## config.mk

```make
export PLATFORM = sky130hd
export DESIGN_NAME = sia_top
export DESIGN_NICKNAME = d
export VERILOG_FILES = /design/src/sia_pkg.sv /design/src/sia_route.sv /design/src/sia_top.sv
export VERILOG_INCLUDE_DIRS = /design/src /design/src/src
export SDC_FILE = /design/constraint.sdc
export NUM_CORES = 1
export LEC_CHECK = 0
export BUFFER_PORTS_ARGS = -buffer_cell sky130_fd_sc_hd__buf_2
export CAP_MARGIN = 20
export CORE_ASPECT_RATIO = 1.75
export CORE_MARGIN = 2
export CORE_UTILIZATION = 58
export DETAILED_ROUTE_END_ITERATION = 16
export GPL_ROUTABILITY_DRIVEN = 0
export HOLD_SLACK_MARGIN = 0.08
export PLACE_DENSITY_LB_ADDON = 0.1
export RECOVER_POWER = 25
export SLEW_MARGIN = 20
export SYNTH_ARGS = -nofsm -noshare
export SYNTH_HDL_FRONTEND = slang
export SYNTH_SLANG_ARGS = --single-unit
export TNS_END_PERCENT = 100
```

## constraint.sdc

```tcl
create_clock -name aclk -period 3.7 [get_ports aclk]
set_clock_uncertainty 0.2 [all_clocks]
set_input_delay 0.185 -clock aclk [delete_from_list [all_inputs] [get_ports aclk]]
set_output_delay 0.185 -clock aclk [all_outputs]
set_load 0.02 [all_outputs]
```

## src/sia_consts.svh

```systemverilog
// constants of the sequence input allocator: offsets, reset values, selector codes
`ifndef SIA_CONSTS_SVH
`define SIA_CONSTS_SVH

// register byte offsets on the axi4-lite bus
`define SIA_OFF_WORD_A 5'h00
`define SIA_OFF_WORD_B 5'h04
`define SIA_OFF_WORD_C 5'h08
`define SIA_OFF_WORD_D 5'h0c
`define SIA_OFF_STATUS 5'h10

// register indices produced by the address decoder
`define SIA_IDX_WORD_A 3'h0
`define SIA_IDX_WORD_D 3'h3
`define SIA_IDX_STATUS 3'h4
`define SIA_IDX_NONE 3'h7

// reset values of the four selection words
`define SIA_RST_WORD_A 16'h2100
`define SIA_RST_WORD_B 16'h6543
`define SIA_RST_WORD_C 16'h8888
`define SIA_RST_WORD_D 16'h8888

// allocation-mode digit of selection word a
`define SIA_MODE_LSB 0
`define SIA_MODE_FREE 4'h1

// selector codes
`define SIA_SEL_ON 4'h7
`define SIA_SEL_OFF 4'h8
`define SIA_SEL_INV_BASE 4'h9

// fixed selectors of the legacy assignment, one digit per logical input
`define SIA_LEGACY_SEL 56'h88888886543210

// per logical input: 1 = active low, 0 = active high (the two overtravel inputs)
`define SIA_ACT_LOW_MASK 14'h3ff3

// status register field positions
`define SIA_STAT_TERM_LSB 0
`define SIA_STAT_LOGIC_LSB 16

`endif

```

## src/sia_pkg.sv

```systemverilog
// types of the sequence input allocator
package sia_pkg;
    typedef logic [3:0] sia_sel_t;
    typedef logic [15:0] sia_word_t;
    typedef enum logic [1:0] {
        SIA_RESP_OKAY = 2'b00,
        SIA_RESP_SLVERR = 2'b10,
        SIA_RESP_DECERR = 2'b11
    } sia_resp_t;
endpackage

```

## src/sia_route.sv

```systemverilog
// one selector: picks a terminal, a constant, or an inverted terminal
`timescale 1ns/1ps
`default_nettype none
`include "sia_consts.svh"
module sia_route #(
    parameter int NUM_TERM = 7
) (
    input wire sia_pkg::sia_sel_t sel,
    input wire logic [NUM_TERM-1:0] term,
    input wire logic active_low,
    output logic level
);
    import sia_pkg::*;

    // selector decode into a pin level at the input's own polarity
    always_comb begin
        if (sel < 4'(NUM_TERM)) begin
            level = term[sel[2:0]];
        end else if (sel == `SIA_SEL_ON) begin
            level = ~active_low;
        end else if (sel == `SIA_SEL_OFF) begin
            level = active_low;
        end else begin
            level = ~term[3'(sel - `SIA_SEL_INV_BASE)];
        end
    end
endmodule
`default_nettype wire

```

## src/sia_top.sv

```systemverilog
// sequence input allocator: seven terminals routed to fourteen logical inputs
//
// The AXI4-Lite slave port and the register offsets were left to the implementer.
`timescale 1ns/1ps
`default_nettype none
`include "sia_consts.svh"
module sia_top #(
    parameter int NUM_TERM = 7,
    parameter int NUM_LOGIC = 14,
    parameter int ADDR_W = 5
) (
    input wire logic aclk,
    input wire logic aresetn,
    input wire logic [NUM_TERM-1:0] seq_terminal,
    input wire logic [ADDR_W-1:0] awaddr,
    input wire logic awvalid,
    output logic awready,
    input wire logic [31:0] wdata,
    input wire logic [3:0] wstrb,
    input wire logic wvalid,
    output logic wready,
    output sia_pkg::sia_resp_t bresp,
    output logic bvalid,
    input wire logic bready,
    input wire logic [ADDR_W-1:0] araddr,
    input wire logic arvalid,
    output logic arready,
    output logic [31:0] rdata,
    output sia_pkg::sia_resp_t rresp,
    output logic rvalid,
    input wire logic rready,
    output logic servo_on_n,
    output logic prop_control_n,
    output logic fwd_overtravel,
    output logic rev_overtravel,
    output logic alarm_reset_n,
    output logic fwd_torque_limit_n,
    output logic rev_torque_limit_n,
    output logic speed_dir_select_n,
    output logic speed_select_a_n,
    output logic speed_select_b_n,
    output logic ctrl_mode_select_n,
    output logic zero_clamp_n,
    output logic pulse_inhibit_n,
    output logic gain_select_n
);
    import sia_pkg::*;

    // refuse sizes the selector code space or the output list cannot serve
    if (NUM_TERM != 7 || NUM_LOGIC != 14 || ADDR_W < 5) begin : g_size_check
        $error("sia_top: unsupported NUM_TERM, NUM_LOGIC or ADDR_W");
    end

    // address decode shared by read and write paths
    function automatic logic [2:0] reg_index(input logic [ADDR_W-1:0] addr);
        logic [4:0] a;
        a = addr[4:0];
        if (addr != ADDR_W'(a)) begin
            reg_index = `SIA_IDX_NONE;
        end else if (a == `SIA_OFF_WORD_A) begin
            reg_index = `SIA_IDX_WORD_A;
        end else if (a == `SIA_OFF_WORD_B) begin
            reg_index = 3'h1;
        end else if (a == `SIA_OFF_WORD_C) begin
            reg_index = 3'h2;
        end else if (a == `SIA_OFF_WORD_D) begin
            reg_index = `SIA_IDX_WORD_D;
        end else if (a == `SIA_OFF_STATUS) begin
            reg_index = `SIA_IDX_STATUS;
        end else begin
            reg_index = `SIA_IDX_NONE;
        end
    endfunction

    // ---- terminal synchroniser ----
    logic [NUM_TERM-1:0] term_meta_q;
    logic [NUM_TERM-1:0] term_sync_q;

    // two flops before any logic sees a terminal
    always_ff @(posedge aclk) begin
        if (!aresetn) begin
            term_meta_q <= '0;
            term_sync_q <= '0;
        end else begin
            term_meta_q <= seq_terminal;
            term_sync_q <= term_meta_q;
        end
    end

    // ---- selection words and axi4-lite slave ----
    sia_word_t sel_word_q [4];
    sia_word_t sel_word_d [4];
    logic aw_have_q, aw_have_d;
    logic w_have_q, w_have_d;
    logic [ADDR_W-1:0] awaddr_q, awaddr_d;
    logic [31:0] wdata_q, wdata_d;
    logic [3:0] wstrb_q, wstrb_d;
    logic awready_q, awready_d;
    logic wready_q, wready_d;
    logic bvalid_q, bvalid_d;
    sia_resp_t bresp_q, bresp_d;
    logic arready_q, arready_d;
    logic rvalid_q, rvalid_d;
    logic [31:0] rdata_q, rdata_d;
    sia_resp_t rresp_q, rresp_d;
    logic [NUM_LOGIC-1:0] logic_q, logic_d;

    // write path: address and data taken in either order, response after both
    always_comb begin
        logic [2:0] widx;
        logic [ADDR_W-1:0] wa;
        logic [31:0] wd;
        logic [3:0] ws;
        widx = `SIA_IDX_NONE;
        wa = awaddr_q;
        wd = wdata_q;
        ws = wstrb_q;
        sel_word_d = sel_word_q;
        aw_have_d = aw_have_q;
        w_have_d = w_have_q;
        awaddr_d = awaddr_q;
        wdata_d = wdata_q;
        wstrb_d = wstrb_q;
        bvalid_d = bvalid_q;
        bresp_d = bresp_q;
        if (bvalid_q && bready) begin
            bvalid_d = 1'b0;
        end
        if (awvalid && awready_q) begin
            aw_have_d = 1'b1;
            awaddr_d = awaddr;
            wa = awaddr;
        end
        if (wvalid && wready_q) begin
            w_have_d = 1'b1;
            wdata_d = wdata;
            wstrb_d = wstrb;
            wd = wdata;
            ws = wstrb;
        end
        if (aw_have_d && w_have_d && !bvalid_q) begin
            widx = reg_index(wa);
            aw_have_d = 1'b0;
            w_have_d = 1'b0;
            bvalid_d = 1'b1;
            if (widx <= `SIA_IDX_WORD_D) begin
                // byte lanes 0 and 1 carry the sixteen selector bits
                if (ws[0]) begin
                    sel_word_d[widx[1:0]][7:0] = wd[7:0];
                end
                if (ws[1]) begin
                    sel_word_d[widx[1:0]][15:8] = wd[15:8];
                end
                bresp_d = SIA_RESP_OKAY;
            end else if (widx == `SIA_IDX_STATUS) begin
                bresp_d = SIA_RESP_SLVERR; // status is read-only
            end else begin
                bresp_d = SIA_RESP_DECERR;
            end
        end
        awready_d = !aw_have_d && !bvalid_d;
        wready_d = !w_have_d && !bvalid_d;
    end

    // read path: one read under way, data answered on the same edge that takes arvalid
    always_comb begin
        logic [2:0] ridx;
        ridx = reg_index(araddr);
        rvalid_d = rvalid_q;
        rdata_d = rdata_q;
        rresp_d = rresp_q;
        if (rvalid_q && rready) begin
            rvalid_d = 1'b0;
        end
        if (arvalid && arready_q) begin
            rvalid_d = 1'b1;
            rresp_d = SIA_RESP_OKAY;
            if (ridx <= `SIA_IDX_WORD_D) begin
                rdata_d = {16'h0000, sel_word_q[ridx[1:0]]};
            end else if (ridx == `SIA_IDX_STATUS) begin
                rdata_d = (32'(term_sync_q) << `SIA_STAT_TERM_LSB) | (32'(logic_q) << `SIA_STAT_LOGIC_LSB);
            end else begin
                rdata_d = 32'h0000_0000;
                rresp_d = SIA_RESP_DECERR;
            end
        end
        arready_d = !rvalid_d;
    end

    // bus state and selection words; words come up at their factory values
    always_ff @(posedge aclk) begin
        if (!aresetn) begin
            sel_word_q[0] <= `SIA_RST_WORD_A;
            sel_word_q[1] <= `SIA_RST_WORD_B;
            sel_word_q[2] <= `SIA_RST_WORD_C;
            sel_word_q[3] <= `SIA_RST_WORD_D;
            aw_have_q <= 1'b0;
            w_have_q <= 1'b0;
            awaddr_q <= '0;
            wdata_q <= 32'h0000_0000;
            wstrb_q <= 4'h0;
            awready_q <= 1'b0;
            wready_q <= 1'b0;
            bvalid_q <= 1'b0;
            bresp_q <= SIA_RESP_OKAY;
            arready_q <= 1'b0;
            rvalid_q <= 1'b0;
            rdata_q <= 32'h0000_0000;
            rresp_q <= SIA_RESP_OKAY;
        end else begin
            sel_word_q <= sel_word_d;
            aw_have_q <= aw_have_d;
            w_have_q <= w_have_d;
            awaddr_q <= awaddr_d;
            wdata_q <= wdata_d;
            wstrb_q <= wstrb_d;
            awready_q <= awready_d;
            wready_q <= wready_d;
            bvalid_q <= bvalid_d;
            bresp_q <= bresp_d;
            arready_q <= arready_d;
            rvalid_q <= rvalid_d;
            rdata_q <= rdata_d;
            rresp_q <= rresp_d;
        end
    end

    // ---- routing ----
    logic free_mode;
    logic [4*NUM_LOGIC-1:0] free_sel;
    logic [4*NUM_LOGIC-1:0] eff_sel;
    logic [NUM_LOGIC-1:0] routed;
    localparam logic [NUM_LOGIC-1:0] ACT_LOW = `SIA_ACT_LOW_MASK;

    // word a digit 0 picks free routing or the fixed legacy table
    assign free_mode = (sel_word_q[0][`SIA_MODE_LSB +: 4] == `SIA_MODE_FREE);
    // digits in logical order: a1..a3, b0..b3, c0..c3, d0..d2; d3 is reserved
    assign free_sel = {sel_word_q[3][11:0], sel_word_q[2], sel_word_q[1], sel_word_q[0][15:4]};
    assign eff_sel = free_mode ? free_sel : `SIA_LEGACY_SEL;

    // one selector per logical input
    for (genvar i = 0; i < NUM_LOGIC; i++) begin : g_route
        sia_route #(
            .NUM_TERM(NUM_TERM)
        ) u_route (
            .sel(eff_sel[4*i +: 4]),
            .term(term_sync_q),
            .active_low(ACT_LOW[i]),
            .level(routed[i])
        );
    end

    // logical inputs registered so every output leaves a flop
    always_comb begin
        logic_d = routed;
    end

    always_ff @(posedge aclk) begin
        if (!aresetn) begin
            logic_q <= ACT_LOW; // all inactive during reset
        end else begin
            logic_q <= logic_d;
        end
    end

    // output mapping
    assign awready = awready_q;
    assign wready = wready_q;
    assign bvalid = bvalid_q;
    assign bresp = bresp_q;
    assign arready = arready_q;
    assign rvalid = rvalid_q;
    assign rdata = rdata_q;
    assign rresp = rresp_q;
    assign servo_on_n = logic_q[0];
    assign prop_control_n = logic_q[1];
    assign fwd_overtravel = logic_q[2];
    assign rev_overtravel = logic_q[3];
    assign alarm_reset_n = logic_q[4];
    assign fwd_torque_limit_n = logic_q[5];
    assign rev_torque_limit_n = logic_q[6];
    assign speed_dir_select_n = logic_q[7];
    assign speed_select_a_n = logic_q[8];
    assign speed_select_b_n = logic_q[9];
    assign ctrl_mode_select_n = logic_q[10];
    assign zero_clamp_n = logic_q[11];
    assign pulse_inhibit_n = logic_q[12];
    assign gain_select_n = logic_q[13];
endmodule
`default_nettype wire

```

==> results of run 1 <==
Yosys cell counts, drive strengths merged (5+ instances only):
| library cell | count | share of area |
|---|---|---|
| a21oi | 47 | 0.026 |
| nor4 | 7 | 0.010 |
| a211oi | 32 | 0.027 |
| inv | 58 | 0.024 |
| dfxtp | 155 | 0.34 |
| clkbuf | 57 | 0.023 |
| nand2b | 23 | 0.016 |
| nand2 | 88 | 0.036 |
| a31oi | 21 | 0.014 |
| nor3b | 11 | 0.0090 |
| ha | 28 | 0.038 |
| and3 | 8 | 0.0055 |
| nor2 | 97 | 0.042 |
| o31ai | 6 | 0.0049 |
| buf | 32 | 0.022 |
| nand3 | 19 | 0.010 |
| a222oi | 7 | 0.0077 |
| nand3b | 9 | 0.0074 |
| and2 | 31 | 0.021 |
| o211ai | 17 | 0.015 |
| a311oi | 6 | 0.0058 |
| xor2 | 6 | 0.0058 |
| o21ai | 39 | 0.023 |
| nor2b | 18 | 0.012 |
| mux2 | 24 | 0.030 |
| mux2i | 43 | 0.047 |
| a22oi | 29 | 0.024 |
| mux4 | 27 | 0.067 |
| o311ai | 5 | 0.0048 |
| nor3 | 18 | 0.013 |
per-stage QoR:
step / worst slack (ns) / utilization / hold slack [ns] / std cells
after global placement: 0.730 / 0.625 / 0.191 / 1247
after floorplan: 0.421 / - / 0.112 / 1035
final: 0.601 / 0.688 / 0.214 / 1317
after CTS: 0.593 / 0.691 / 0.152 / 1317
after detailed placement: 0.619 / 0.625 / 0.195 / 1247
after global routing: 0.450 / 0.688 / 0.253 / 1317
worst max-delay path by stage:
stage	slack (ns)	depth (start not counted)	start	to
3_5_place_dp	0.62	7	sel_word_q[49]$_SDFFE_PN0P_	logic_q[1]$_SDFF_PN1_
3_3_place_gp	0.73	7	sel_word_q[49]$_SDFFE_PN0P_	logic_q[1]$_SDFF_PN1_
2_1_floorplan	0.42	12	sel_word_q[49]$_SDFFE_PN0P_	logic_q[12]$_SDFF_PN1_
6_report	0.60	7	sel_word_q[49]$_SDFFE_PN0P_	logic_q[1]$_SDFF_PN1_
5_1_grt	0.45	9	sel_word_q[49]$_SDFFE_PN0P_	logic_q[13]$_SDFF_PN1_
4_1_cts	0.59	7	sel_word_q[49]$_SDFFE_PN0P_	logic_q[1]$_SDFF_PN1_
tightest hold or removal path: cells and delay by family:
kind,cells,cell delay [ns]
and+or+nand+nor,3,0.54
buffers and inverters,1,0.07
state kept, by name, summed over array words and instances, names as in the netlist:
| register | count |
|---|---|
| w_have_q | 1 |
| rdata | 30 |
| arready | 1 |
| term_meta_q | 7 |
| rresp | 1 |
| rvalid | 1 |
| wdata_q | 16 |
| wstrb_q | 2 |
| awready | 1 |
| logic_q | 14 |
| free_sel | 56 |
| wready | 1 |
| aw_have_q | 1 |
| bvalid | 1 |
| awaddr_q | 5 |
| term_sync_q | 7 |
| sel_word_q | 8 |
| bresp | 2 |
area by class of cell:
type	count	area share
Clock buffer	18	0.0415
Clock inverter	13	0.0182
Inverter	59	0.0209
Multi-Input combinational cell	732	0.511
Sequential cell	155	0.293
Tap cell	186	0.0220
Timing Repair Buffer	154	0.0938
kinds of logic after synthesis:
group,count (synthesis),synth area share
compound gates,252,0.198
fa+ha+maj,29,0.0396
simple gates,348,0.202
flops,155,0.340
xor+xnor,7,0.00672
buf+inv,148,0.0696
other cells,1,0.000411
mux,94,0.144
power groups by stage:
| stage | logic, W | clock network (W) | registers (W) |
|---|---|---|---|
| after floorplan | 0.000255 | 0 | 0.00177 |
| after global placement | 0.000367 | 0 | 0.00177 |
| after detailed placement | 0.000371 | 0 | 0.00178 |
| after CTS | 0.000403 | 0.00190 | 0.00174 |
| after global routing | 0.000437 | 0.00197 | 0.00174 |
| final | 0.000407 | 0.00189 | 0.00174 |
layer usage:
layer,share of wire,up-vias,track usage
met5,0,-,0
met4,0.028,0,0.123
met3,0.063,63,0.0382
li1,-,3890,-
met1,0.40,3981,0.382
met2,0.51,337,0.538
==> results.cfg, run 1 <==
[synthesis]
yosys.cell_types.count = 86
synth_edf_count = 0
synth_area_per_cell_um2 = 8.83
ys.warnings.count = 0
syn_inst = 1034
ys_ff_latch = 155
yosysSeqAreaShare = 0.340
async_reset_ff_frac = 0
syn_area_um2 = 9130
yosys_most_used_dff = dfxtp_1

[clock_tree]
root_buffer = clkbuf_16
cts_setup_buffers = 0
cts_max_path_buffers = 2
cts_buffers = 17
cts_hold_buf = 39
cts.sink_count = 155
clkSlewWorstSetupHoldPaths_ns = 0.07
cts_max_level = 4
ctsResizeCount = 0
insertion_delay_ns = 0.43
cts_tree = built

[global_route]
first_global_vias = 7967
grt_max_degree = 64
grt-ovfl-total = 0
track_usage = 0.308
grt_pass1_wl_um = 41400
antenna_found_initial = 0

[finish]
multi_input_area_um2 = 5410
fill_cells = 1263
antenna_cells = 0
seq_area_um2 = 3100
fin_area_um2 = 10600
final_cell_mix = 155 x dfxtp_1, 93 x nor2_1, 88 x nand2_1
nets = 1207
drive_gt1_frac = 0.163
final_common_cell = dfxtp_1
synthToLayoutAreaGrowth_pct = 16.0

[drt]
wl_um = 25500
drtPass1Iterations = 5
vias = 8271
drc = 0
ant_nets = 0
drtIter0Drc = 638
wl_per_cell_um = 19.4
vias_per_cell = 6.28

[setup_path]
max_stage_delay_ns = 0.78
path_buf_inv = 1
crit_family = simple AND/OR/NAND/NOR gates
timing.rr.start = sel_word_q[49]$_SDFFE_PN0P_
reg2reg_setup_slack_ns = 0.60
r2r_cells = 7
critical_path_class = register to register
timing.rr.end = logic_q[1]$_SDFF_PN1_
worstPathArrival_ns = 3.23
startpoint_type = register
cp_slowest_cell = or4b_1
cp_cell_sequence = or4b_1, nor2_2, inv_1, ha_1, mux4_2, a31o_1, o31ai_1
worstPathRequired_ns = 3.83
cp_max_fo = 5
end_kind = register

[timing]
setup_tns_ns = 0
setup_viol = 0
tightest_slew_ns = 2.88
final-hold-violation-count = 0
final_max_slew_viol_count = 64
fin_crit_ns = 3.10
fin_crit_sh = 0.838
max_freq_mhz = 323
slew_headroom = -0.923
rsz0062_at_grt = no

[status]
violations = max-capacitance violations, max-slew violations
outcome = finished with violations

[worst_hold_path]
holdPathEnd = awaddr_q[3]$_SDFF_PN0_
holdCritStartpoint = awaddr[3]
min_delay_path_depth = 4
hold_class = input pin to register

[floorplanning]
start_util = 0.593
coreArea_um2 = 15400
die_w_um = 98.8
die_h_um = 170
die_area_um2 = 16800
num_rows = 60
io_pins = 115

[place]
portBuffers = 94
hpwl_um = 16600
dpl-instance-area_um2 = 9620

[power_and_ir_drop]
vdd_drop_max_mv = 0.300
p_seq_frac = 0.431
power_density_nw_per_um2 = 381
netSwitchingFraction = 0.254
power.leakage_nw = 4.24
power.switching_w = 0.00102
pwr-share-comb = 0.101
pwr-share-clk = 0.468
intPower_w = 0.00301
power_w = 0.00403

[run]
drv_cap = 1
No activity file was read; power rests on OpenSTA's default activity.
==> inputs of run 2 (changes only) <==
--- a/config.mk
+++ b/config.mk
@@ -6,6 +6,7 @@
 export SDC_FILE = /design/constraint.sdc
 export NUM_CORES = 1
 export LEC_CHECK = 0
+export ABC_AREA = 1
 export BUFFER_PORTS_ARGS = -buffer_cell sky130_fd_sc_hd__buf_2
 export CAP_MARGIN = 20
 export CORE_ASPECT_RATIO = 1.75
==> constraint.sdc (replaced) <==
create_clock -name aclk -period 3.2 [get_ports aclk]
set_clock_uncertainty 0.2 [all_clocks]
set_input_delay 0.16 -clock aclk [delete_from_list [all_inputs] [get_ports aclk]]
set_output_delay 0.16 -clock aclk [all_outputs]
set_load 0.02 [all_outputs]
==> run 2 against run 1 <==
Net effect:
- the run now ends clean
- combinational power rose by 50%
- flip-flop and latch count unchanged
- first-iteration DRC count is 4.1% higher
- design area rose by 1.5%
- die area rose by 0.94%
- largest power group is now registers
- final cell count grew 34%
- count of clock-buffer cells in the layout decreased by 1
- global-route usage rose by 0.95 points
- synthesized cell count up 42%
- utilization down 0.46 points
- via count grew 20%
- sequential share of layout area is 0.43 points lower
- critical endpoint is now logic_q[13]$_SDFF_PN1_
==> results.cfg, run 2 <==
[status]
outcome = finished, final reports clean

[finish]
fin_util = 0.683
final_common_cell = nand2_1
largest_register_ffs = 56
antenna_cells = 0
synthToLayoutAreaGrowth_pct = 16.6
final_cells = 1771
drive_gt1_frac = 0.0841
nets = 1657
final_cell_mix = 402 x nand2_1, 172 x inv_1, 167 x nor2_1
fill_cells = 1451

[synthesis]
yosysMostFrequentCell = nand2_1
netlist_top_cells_area = dfxtp_1 34%, nand2_1 16%, nand3_1 8.6%
syn_area_um2 = 9220
synth_area_per_cell_um2 = 6.28
ys.warnings.count = 0
yosys-top-cells-count = 402 x nand2_1, 172 x inv_1, 167 x nor2_1
ys_ff_latch = 155
yosysSeqAreaShare = 0.337
async_reset_ff_frac = 0
yosys_most_used_dff = dfxtp_1
yosys.cell_types.count = 33
synth_edf_count = 0
synth_top_cell_by_area = dfxtp_1
synth_top_area_share = 0.337
syn_inst = 1467

[drt]
vias = 9889
wl_um = 26800
ant_nets = 0
drtPass1Iterations = 6
wl_per_cell_um = 15.1
drtIter0Drc = 664
vias_per_cell = 5.58
drc = 0

[place]
portBuffers = 94
dp.cells = 1698
hpwl_um = 18800
post-place-ws_ns = 0.739

[setup_path]
r2r_cells = 13
max_stage_delay_ns = 0.36
timing.rr.start = sel_word_q[48]$_SDFFE_PN0P_
cp_slowest_cell = nand2_1
cp_max_fo = 15
startpoint_type = register
cp_cell_sequence = inv_1, nor2_4, nand2_1, buf_4, nor2_1, inv_1, ha_1, inv_1, nand3_1, nand2_1, nand2_1, nand3b_1, nand3_1
worstPathRequired_ns = 3.29
timing.rr.end = logic_q[13]$_SDFF_PN1_
crit_path_start = sel_word_q[48]$_SDFFE_PN0P_
reg2reg_setup_slack_ns = 0.71
critical_path_class = register to register
worstPathArrival_ns = 2.58
path_buf_inv = 4
crit_family = simple AND/OR/NAND/NOR gates
end_kind = register

[global_route]
antenna_found_initial = 0
grt_max_degree = 76
track_usage = 0.318
grt-ovfl-total = 0
grt_pass1_wl_um = 43100
first_global_vias = 8980

[floorplanning]
coreArea_um2 = 15700
start_util = 0.586
num_rows = 61
die_area_um2 = 17000
io_pins = 115
die_w_um = 99.3
die_h_um = 171

[timing]
final_max_slew_viol_count = 0
whs_ns = 0.151
slew_headroom = 0.346
setup_tns_ns = 0
fin_crit_ns = 2.49
final-hold-violation-count = 0
fin_crit_sh = 0.778
setup_ws_ns = 0.711
rsz0062_at_grt = no
max_freq_mhz = 402
setup_viol = 0
tightest_slew_ns = 0.980

[clock_tree]
cts_tree = built
ctsResizeCount = 0
clkSlewWorstSetupHoldPaths_ns = 0.07
cts.sink_count = 155
cts_setup_buffers = 0
cts_max_level = 4
root_buffer = clkbuf_16
insertion_delay_ns = 0.43
cts_max_path_buffers = 2
cts_buffers = 17
cts_hold_buf = 41

[power_and_ir_drop]
vdd_drop_max_mv = 0.461
pwr-share-clk = 0.430
netSwitchingFraction = 0.292
power_density_nw_per_um2 = 432
pwr-share-comb = 0.131
power.leakage_nw = 5.07
intPower_w = 0.00329
power.switching_w = 0.00135
p_seq_frac = 0.438

[worst_hold_path]
holdCritStartpoint = wvalid
min_delay_path_depth = 6
hold_class = input pin to register
holdPathEnd = w_have_q$_SDFF_PN0_

[run]
drv_cap = 0
[run 2: cell types whose count changed in the layout (fill, tap and decap cells not counted), sizes merged, moves of 23 or more]
cell | before | now
mux2 | 24 | 0
a21oi | 47 | 75
mux4 | 27 | 0
mux2i | 43 | 2
and2 | 31 | 0
inv | 60 | 182
nand2 | 88 | 412
nand3 | 19 | 169
nand2b | 23 | 0
a211oi | 32 | 0
o21ai | 39 | 102
nor2 | 97 | 178
nand4 | 4 | 32
[run 2: metal layers]
layer | GRT usage | wire length [um] | vias up
met5 | 0 | 0 | -
met4 | 0.188 | 1670 | 0
met3 | 0.0421 | 1680 | 111
met2 | 0.561 | 13100 | 413
met1 | 0.361 | 10300 | 4449
li1 | - | - | 4916
[run 2: how the worst max path moves through the flow]
stage | depth (start not counted) | to | slack [ns]
floorplan | 12 | logic_q[11]$_SDFF_PN1_ | 1.06
global placement | 13 | logic_q[7]$_SDFF_PN1_ | 0.74
detailed placement | 11 | logic_q[4]$_SDFF_PN1_ | 0.74
CTS | 11 | logic_q[4]$_SDFF_PN1_ | 0.73
global route | 11 | logic_q[4]$_SDFF_PN1_ | 0.44
finish | 13 | logic_q[13]$_SDFF_PN1_ | 0.71
[run 2: power by group through the flow]
| stage | Clock, W | Combinational (W) | Sequential [W] |
|---|---|---|---|
| CTS | 0.00203 | 0.000608 | 0.00203 |
| detailed placement | 0 | 0.000566 | 0.00208 |
| finish | 0.00200 | 0.000610 | 0.00203 |
| global route | 0.00209 | 0.000677 | 0.00204 |
| global placement | 0 | 0.000559 | 0.00207 |
| floorplan | 0 | 0.000361 | 0.00210 |
[run 2: kinds of logic after synthesis]
kind of cell,after synthesis,share of synthesized area
buffers and inverters,254,0.108
AO/OA/AOI/OAI,214,0.127
XOR/XNOR,9,0.00855
flip-flops,155,0.337
AND/OR/NAND/NOR,804,0.379
other,1,0.000407
multiplexers,2,0.00217
adder cells (fa/ha/maj),28,0.0380
[run 2: cell type report]
type | instances | area (um^2) | share of cell area
inverter | 179 | 672 | 0.0625
timing repair buffer | 157 | 1020 | 0.0948
clock buffer | 17 | 425 | 0.0396
sequential | 155 | 3100 | 0.289
clock inverter | 15 | 158 | 0.0147
multi-input combinational | 1059 | 5130 | 0.478
tap | 189 | 236 | 0.0220
[run 2: worst register-to-register path, stage by stage (launching register included)]
cell      delay (ns)
dfxtp_1         0.35
inv_1           0.07
nor2_4          0.11
nand2_1         0.36
buf_4           0.32
nor2_1          0.14
inv_1           0.06
ha_1            0.31
inv_1           0.08
nand3_1         0.07
nand2_1         0.08
nand2_1         0.05
nand3b_1        0.08
nand3_1         0.06
[run 2: metrics by stage]
step                cell area [um^2]  power, W
global route                   10700   0.00481
global placement                9820   0.00263
CTS                            10800   0.00467
finish                         10700   0.00464
floorplan                       9220   0.00246
detailed placement              9820   0.00264
